===== config.mk =====
export PLATFORM = sky130hd
export DESIGN_NAME = sensor_i2c_register_slave
export DESIGN_NICKNAME = d
export VERILOG_FILES = /design/src/inc/sensor_i2c_pkg.sv /design/src/verilog/sensor_i2c_register_slave.sv
export SDC_FILE = /design/constraint.sdc
export NUM_CORES = 2
export LEC_CHECK = 0
export BUFFER_PORTS_ARGS = -buffer_cell sky130_fd_sc_hd__buf_2
export CAP_MARGIN = 20
export CORE_MARGIN = 5
export CORE_UTILIZATION = 45
export CTS_BUF_LIST = sky130_fd_sc_hd__clkbuf_2 sky130_fd_sc_hd__clkbuf_4 sky130_fd_sc_hd__clkbuf_8
export DETAILED_ROUTE_END_ITERATION = 10
export GPL_ROUTABILITY_DRIVEN = 0
export SETUP_SLACK_MARGIN = 0.5
export SYNTH_ARGS = -nofsm -noshare
export SYNTH_HDL_FRONTEND = slang
export SYNTH_SLANG_ARGS = --single-unit

===== constraint.sdc =====
create_clock -name clk -period 5 [get_ports clk]
set_clock_uncertainty 0.05 [all_clocks]
set_input_delay 0.5 -clock clk [delete_from_list [all_inputs] [get_ports clk]]
set_output_delay 0.5 -clock clk [all_outputs]
set_load 0.02 [all_outputs]

===== src/inc/sensor_i2c_pkg.sv =====
// Constants, states and carrier types of the sensor serial register port.
// Assumes one 50 MHz system clock and a bus master clocking at <= 400 kHz.
package sensor_i2c_pkg;

  // Fixed seven-bit slave address and direction bit value
  localparam logic [6:0] SLAVE_ADDR     = 7'h40;
  localparam logic       RW_READ        = 1'b1;

  // Register file shape and reset contents
  localparam int         REG_COUNT      = 256;
  localparam logic [7:0] REG_DEFAULT    = 8'h00;
  localparam logic [7:0] PTR_RESET      = 8'h00;

  // Control register locations and the value that activates them
  localparam logic [7:0] PWRDN_ADDR     = 8'hf0;
  localparam logic [7:0] SRST_ADDR      = 8'hf1;
  localparam logic [7:0] CTL_ACTIVE     = 8'h01;

  // Bit counting within a byte
  localparam logic [3:0] CNT_RESET      = 4'h0;
  localparam logic [3:0] LAST_BIT       = 4'h7;
  localparam logic [3:0] BYTE_BITS      = 4'h8;

  // Bus rate against system clock; sampling margin per SCL period
  localparam int         CLK_KHZ        = 50000;
  localparam int         SCL_MAX_KHZ    = 400;
  localparam int         SCL_MIN_PER_CYC = CLK_KHZ / SCL_MAX_KHZ;

  // Transfer states
  typedef enum logic [3:0]
  {
    ST_IDLE    = 4'b0000,
    ST_ADDR    = 4'b0001,
    ST_ADDR_AK = 4'b0010,
    ST_PTR     = 4'b0011,
    ST_PTR_AK  = 4'b0100,
    ST_WDATA   = 4'b0101,
    ST_WDAT_AK = 4'b0110,
    ST_RDATA   = 4'b0111,
    ST_MACK    = 4'b1000,
    ST_IGNORE  = 4'b1001
  } port_state_t;

  // Sampled pair of bus lines
  typedef struct packed
  {
    logic scl;
    logic sda;
  } line_t;

endpackage


===== src/verilog/sensor_i2c_register_slave.sv =====
// Two-wire slave port with its 256-entry byte register file.
// Assumes SCL and SDA arrive asynchronously; SDA wire level is resolved
// outside from sda_oe (low driven while high).
//
// Overview of operation
// RULE1: Answer only as slave, only to seven-bit address 1000000.
// RULE2: Transfers both ways at SCL up to 400 kHz.
// RULE3: Master alone starts, clocks and stops; the port never does.
// RULE4: SDA falling while SCL high is a start, opening a transfer.
// RULE5: SDA rising while SCL high is a stop, ending the transfer.
// RULE6: The driver keeps SDA stable while SCL high.
// RULE7: Bytes travel most significant bit first, both directions.
// RULE8: First byte LSB one means read, zero means write.
// RULE9: Receiver pulls SDA low on the ninth clock to acknowledge.
// RULE10: In a write, the second byte loads the register pointer.
// RULE11: Following data byte is stored at the pointer.
// RULE12: Master may stop after the last write data acknowledge.
// RULE13: Pointer advances by one after each written data byte.
// RULE14: Every control register can be written by a write cycle.
// RULE15: A read has no pointer byte; it uses the pointer left earlier.
// RULE16: After a read address acknowledge, send the pointed register.
// RULE17: Pointer advances after each sent byte; master ack sends next.
// RULE18: Master leaves SDA high after the last byte it wants.
// RULE19: On no acknowledge, release SDA so the master can stop.
// RULE20: Port keeps working while soft power-down holds 0x01.
// RULE21: Writing 0x01 to soft reset restores all registers to defaults.
// RULE22: Wrong address: stay released, no acknowledge, wait for start.
// RULE23: Start mid-transfer drops the byte and expects an address.
`timescale 1ns/100ps

module sensor_i2c_register_slave
  import sensor_i2c_pkg::*;
(
  input  wire logic clk,
  input  wire logic rst,
  input  wire logic scl_in,
  input  wire logic sda_in,
  output logic      sda_out,
  output logic      sda_oe,
  output logic      soft_powerdown_ctl
);
  import sensor_i2c_pkg::*;

  line_t       sync1;
  line_t       line;
  line_t       line_q;
  port_state_t state;
  logic [3:0]  cnt;
  logic [7:0]  shift;
  logic [7:0]  tx;
  logic [7:0]  register_pointer_byte;
  logic        master_acknowledge;
  logic [7:0]  regs [REG_COUNT];
  logic        scl_rise;
  logic        scl_fall;
  logic        start_seen;
  logic        stop_seen;
  logic        byte_done;
  logic        addr_match;
  logic        wr_fire;
  logic        soft_register_reset_ctl;

  ////////////////////////////////////////////////////////////////////////////
  // Line sampling

  // Two-stage synchroniser; the first stage feeds nothing else
  always_ff @(posedge clk)
  begin
    if (rst)
    begin
      sync1  <= '{scl: 1'b1, sda: 1'b1};
      line   <= '{scl: 1'b1, sda: 1'b1};
      line_q <= '{scl: 1'b1, sda: 1'b1};
    end
    else
    begin
      sync1  <= '{scl: scl_in, sda: sda_in};
      line   <= sync1;
      line_q <= line;
    end
  end

  // Edge and framing detection on the synchronised lines
  // 125 clocks per fastest SCL period leave ample margin  [RULE2]
  assign scl_rise   = line.scl & ~line_q.scl;
  assign scl_fall   = ~line.scl & line_q.scl;
  assign start_seen = line.scl & line_q.scl & line_q.sda & ~line.sda; // [RULE4]
  assign stop_seen  = line.scl & line_q.scl & ~line_q.sda & line.sda; // [RULE5]
  assign byte_done  = scl_fall && (cnt == BYTE_BITS);
  assign addr_match = (shift[7:1] == SLAVE_ADDR); // [RULE1]
  assign wr_fire    = (state == ST_WDATA) && byte_done;
  assign soft_register_reset_ctl = wr_fire &&
    (register_pointer_byte == SRST_ADDR) && (shift == CTL_ACTIVE);

  ////////////////////////////////////////////////////////////////////////////
  // Transfer sequencing
  // The port only follows SCL and framing made by the master  [RULE3]

  always_ff @(posedge clk)
  begin
    if (rst)
    begin
      state <= ST_IDLE;
    end
    else if (start_seen)
    begin
      state <= ST_ADDR; // Abandon any byte in progress  [RULE23]
    end
    else if (stop_seen)
    begin
      state <= ST_IDLE; // [RULE5]
    end
    else
    begin
      case (state)
        ST_ADDR:
          if (byte_done)
            state <= addr_match ? ST_ADDR_AK : ST_IGNORE; // [RULE22]
        ST_ADDR_AK:
          if (scl_fall)
            state <= (shift[0] == RW_READ) ? ST_RDATA : ST_PTR; // [RULE8]
        ST_PTR:
          if (byte_done)
            state <= ST_PTR_AK; // [RULE10]
        ST_PTR_AK:
          if (scl_fall)
            state <= ST_WDATA;
        ST_WDATA:
          if (byte_done)
            state <= ST_WDAT_AK; // [RULE11]
        ST_WDAT_AK:
          if (scl_fall)
            state <= ST_WDATA; // Further bytes until stop  [RULE12]
        ST_RDATA:
          if (scl_fall && (cnt == LAST_BIT))
            state <= ST_MACK;
        ST_MACK:
          if (scl_fall)
            state <= master_acknowledge ? ST_RDATA : ST_IGNORE; // [RULE18]
        ST_IDLE,
        ST_IGNORE:
          state <= state;
        default:
          state <= ST_IDLE;
      endcase
    end
  end

  // Bit counter: counts rises while receiving, falls while sending
  always_ff @(posedge clk)
  begin
    if (rst || start_seen || stop_seen)
    begin
      cnt <= CNT_RESET;
    end
    else if ((state == ST_ADDR) || (state == ST_PTR) ||
             (state == ST_WDATA))
    begin
      if (byte_done)
        cnt <= CNT_RESET;
      else if (scl_rise)
        cnt <= cnt + 4'h1;
    end
    else if (state == ST_RDATA)
    begin
      if (scl_fall)
        cnt <= (cnt == LAST_BIT) ? CNT_RESET : cnt + 4'h1;
    end
    else
    begin
      cnt <= CNT_RESET;
    end
  end

  // Receive shifter, MSB arrives first  [RULE7]
  // Frozen outside received bytes, so the acknowledge slot cannot
  // shift the direction bit out before it is decoded
  always_ff @(posedge clk)
  begin
    if (rst)
      shift <= 8'h00;
    else if (scl_rise && (cnt != BYTE_BITS) &&
             ((state == ST_ADDR) || (state == ST_PTR) ||
              (state == ST_WDATA)))
      shift <= {shift[6:0], line.sda};
  end

  // Master acknowledge sampled while SCL rises in its slot
  always_ff @(posedge clk)
  begin
    if (rst)
      master_acknowledge <= 1'b0;
    else if ((state == ST_MACK) && scl_rise)
      master_acknowledge <= ~line.sda;
  end

  ////////////////////////////////////////////////////////////////////////////
  // Pointer and register file

  // Pointer: loaded by the second write byte, advanced by each data byte written or sent
  always_ff @(posedge clk)
  begin
    if (rst)
      register_pointer_byte <= PTR_RESET;
    else if ((state == ST_PTR) && byte_done)
      register_pointer_byte <= shift; // [RULE10] [RULE15]
    else if (wr_fire)
      register_pointer_byte <= register_pointer_byte + 8'h01; // [RULE13]
    else if ((state == ST_RDATA) && scl_fall && (cnt == LAST_BIT))
      register_pointer_byte <= register_pointer_byte + 8'h01; // [RULE17]
  end

  // Registers; soft reset clears them all but not the port  [RULE21]
  always_ff @(posedge clk)
  begin
    if (rst || soft_register_reset_ctl)
    begin
      for (int i = 0; i < REG_COUNT; i++)
        regs[i] <= REG_DEFAULT;
    end
    else if (wr_fire)
    begin
      regs[register_pointer_byte] <= shift; // [RULE11] [RULE14]
    end
  end

  // Power-down flag for the rest of the chip; never gates this port
  always_ff @(posedge clk)
  begin
    if (rst)
      soft_powerdown_ctl <= 1'b0;
    else
      soft_powerdown_ctl <= (regs[PWRDN_ADDR] == CTL_ACTIVE); // [RULE20]
  end

  ////////////////////////////////////////////////////////////////////////////
  // Data line drive; changes only on SCL falls or on release  [RULE6]

  // Transmit byte: loaded when a read byte begins, shifted per fall
  always_ff @(posedge clk)
  begin
    if (rst)
      tx <= 8'h00;
    else if (scl_fall && ((state == ST_ADDR_AK) ||
             ((state == ST_MACK) && master_acknowledge)))
      tx <= regs[register_pointer_byte]; // [RULE16] [RULE17]
    else if ((state == ST_RDATA) && scl_fall)
      tx <= {tx[6:0], 1'b0}; // [RULE7]
  end

  // Open-drain enable; a low is the only level ever driven
  always_ff @(posedge clk)
  begin
    if (rst || start_seen || stop_seen)
      sda_oe <= 1'b0;
    else if (byte_done && ((state != ST_ADDR) || addr_match))
      sda_oe <= 1'b1; // Acknowledge slot  [RULE9] [RULE22]
    else if (scl_fall && (state == ST_ADDR_AK) && (shift[0] == RW_READ))
      sda_oe <= ~regs[register_pointer_byte][7]; // [RULE16]
    else if (scl_fall && (state == ST_MACK) && master_acknowledge)
      sda_oe <= ~regs[register_pointer_byte][7]; // [RULE17]
    else if (scl_fall && (state == ST_RDATA) && (cnt != LAST_BIT))
      sda_oe <= ~tx[6];
    else if (scl_fall)
      sda_oe <= 1'b0; // [RULE19]
  end

  // Data level is a constant low, held in a flop for a clean output
  always_ff @(posedge clk)
  begin
    sda_out <= 1'b0;
  end
endmodule


==> metrics <==
outcome=finished, final reports clean; crit end category=flip-flop; top_reg_cell synth=edfxtp_1; area grow syn2layout=10.6%; clk slew on worst S/H paths=~0.060 ns; GRT Residual Overflow=0; share of cells above drive strength 1=20.7%; drt drc=0; critical path class=flip-flop to flip-flop; XOR/XNOR share of the synthesized area=less than 1%; nets@finish=between 6k and 7k; setup TNS=0 ns; via count=approximately 64k; I/O Buffers=5; Hold Slack=slightly below 0.1 ns; DIE AREA=approximately 230000 um^2; crit path max fanout=33; Pleak=roughly 41 nW; yosys warns=0; Synth Cell Area=a little under 100000 um^2; TritonRoute pass-1 iters=8; Slew headroom=7.87%; hold crit path type=primary input to flip-flop; Synth Area in Simple Gates=16.5%; dpl hpwl=roughly 200000 um; most frequent CP cell=buf_4; # fillers=18.3k; final setup vio count=0; Synth area leader=edfxtp_1; Num CTS Buffers=367; Cell Chain, Critical Path=buf_4, buf_4, mux2i_1, o221ai_1, o22ai_1, nor3_1, nand4_1, o311ai_0; crit path DAT=5.17 ns; routed len/inst=approximately 32 um; max_cap viols=0; Final Hold Fails=0; number of H-tree levels=5; clk root buf=clkbuf_8; Core ar.=217000 um^2; first-pass GRT wire length=roughly 460000 um; Critical-path top delay cell=dfxtp_4; initial DRC count=9383; Unique masters post-synth=85; Post-CTS Setup Bufs=0; Die Width=between 400 and 500 um; routed vias/inst=between 6 and 7; Tmin final=approximately 4.2 ns; Vert. Die Dim=476 um; Worst path max stage delay=about 1.1 ns; #FFs+latches synth=around 2.1k; Synth Area per Inst=around 14 um^2; fin util=49.9%; Rows=roughly 170; mux cell area share after synthesis=a little over an eighth; Worst EP required=between 5 and 6 ns; top cells by area, synth=edfxtp_1, mux4_2, and3_1; Tcrit/Tclk final=84.8%; clk_lat worst skew=around 1.1 ns; largest net degree at the start of global routing=slightly below 200; initial antenna violation count=16; Achievable Freq=236 MHz; Pwr Density=between 300 and 400 nW/um^2; EDFF count, synth=2048; worst-margin pin slew=about 1.4 ns; Seq/Total Area, Yosys=between 60% and 70%; Gate Count Post-Synth=roughly 7.0k; I/O Pins=7; RSZ-0062 raised after global routing=no; ANT nets after route=0; Clock Sinks=~2.1k; Total GRT Usage=between 20 and 30%; vias in the first global route=between 60k and 70k; VDD IR max=0.000259 V; power after layout=approximately 0.037 W; area fraction in compound gates after synthesis=under 10%; Clock Tree Buf Depth=4; post-synth top area share=62.9%; Starting Density=between 40 and 50%; final slew viol count=0; final WL=approximately 320000 um; ys async rst share=0%; largest family of logic cells by synthesized area=simple AND/OR/NAND/NOR gates; Post-Synth Adder-Cell Area=0.0870%; CP startpoint kind=flip-flop; TritonCTS clock tree=done; syn_nets=roughly 7k
cell usage after synthesis, types with 12 or more instances:
master,n
clkbuf_1,667
dfxtp_1,48
a22oi_1,52
inv_1,12
o21ai_0,91
and3_1,1404
nand3_1,33
mux2i_1,117
buf_6,24
mux2_2,40
nand2b_1,25
nor3_1,80
mux4_1,12
edfxtp_1,2048
nand4_1,17
nand2_1,554
and2_1,281
nor2_1,491
or3_1,13
a211oi_1,22
o22ai_1,32
o211ai_1,18
a21oi_1,41
nor2b_1,28
mux4_2,481
buf_1,27
buf_4,30
a31oi_1,15
buf_2,75
nor4_1,24
registers in the layout (all words and copies together), names as in the netlist, named ones only:
register / flops
cnt: 4
regs: 2048
sda_oe: 1
line: 2
shift: 8
line_q: 2
master_acknowledge: 1
sync1: 2
tx: 7
soft_powerdown_ctl: 1
state: 4
register_pointer_byte: 8
critical path: cells and delay by family (launching register included):
kind,cells,cell delay (ns)
simple gates,2,0.69
buf+inv,2,0.84
compound gates,3,1.24
mux,1,0.21
flops,1,1.06
per-stage QoR:
stage / worst slack, ns / cells / instance area (um^2)
floorplan: 1.79 / 6989 / 97800
global placement: 0.922 / 9322 / 101000
detailed placement: 0.924 / 9328 / 101000
CTS: 0.921 / 9964 / 108000
global route: 0.670 / 9968 / 108000
finish: 0.759 / 9976 / 108000
layer usage:
metal	share of wire (%)	global-route usage [%]
met4	4.8	11.6
met2	45	41.0
met3	11	7.61
met1	39	38.4
met5	0.039	0
logic make-up after synthesis:
| kind of cell | Yosys count |
|---|---|
| and+or+nand+nor | 3001 |
| DFF | 2096 |
| buffers and inverters | 845 |
| muxes | 650 |
| AOI/OAI and AO/OA | 384 |
| adders and majority gates | 7 |
| xor gates and xnor gates | 5 |
| other | 1 |
what timing repair did:
item / 4_1_cts / 5_1_grt
gates resized for setup: 0 / 0
endpoints found under the hold margin: 13 / 0
hold buffers: 4 / 0
path summary, 6_finish.rpt:
kind	start	end	slack, ns	cells after the start
worst min-delay path	scl_in	sync1[1]$_SDFF_PP1_	0.1	3
worst max register to register	flip-flop	tx[4]$_SDFFE_PP0P_	0.76	8
worst max-delay path	flip-flop	tx[4]$_SDFFE_PP0P_	0.76	8
worst min register to register	tx[0]$_SDFFE_PP0P_	tx[0]$_SDFFE_PP0P_	0.43	2
final cells by class:
class,instances,area [um^2],share of cell area [%]
flip-flops and latches,2096,62500,57.8
multi-input cells,4048,31900,29.5
clock buffers,488,6040,5.59
well taps,2854,3570,3.30
repair buffers,322,3130,2.90
clock inverters,144,848,0.785
inverters,15,65.1,0.0602
diodes,9,22.5,0.0208
power by group:
| group | switching [W] | internal, W | leakage, nW |
|---|---|---|---|
| registers | 0.000230 | 0.0199 | 20.7 |
| clock network | 0.00720 | 0.00822 | 3.68 |
| logic | 0.000683 | 0.000322 | 16.7 |
| total | 0.00811 | 0.0285 | 41.1 |
cell usage in the layout (no fill, tap or decap), drive strengths merged, types with 19 or more instances in the layout:
cell type / count
a211oi: 22
a21oi: 41
a22oi: 52
and2: 283
and3: 1404
buf: 318
clkbuf: 488
clkinv: 132
dfxtp: 48
edfxtp: 2048
mux2: 40
mux2i: 117
mux4: 493
nand2: 554
nand2b: 25
nand3: 33
nor2: 491
nor2b: 29
nor3: 80
nor4: 24
o211ai: 19
o21ai: 91
o22ai: 32
No activity file was read; power rests on OpenSTA's default activity.
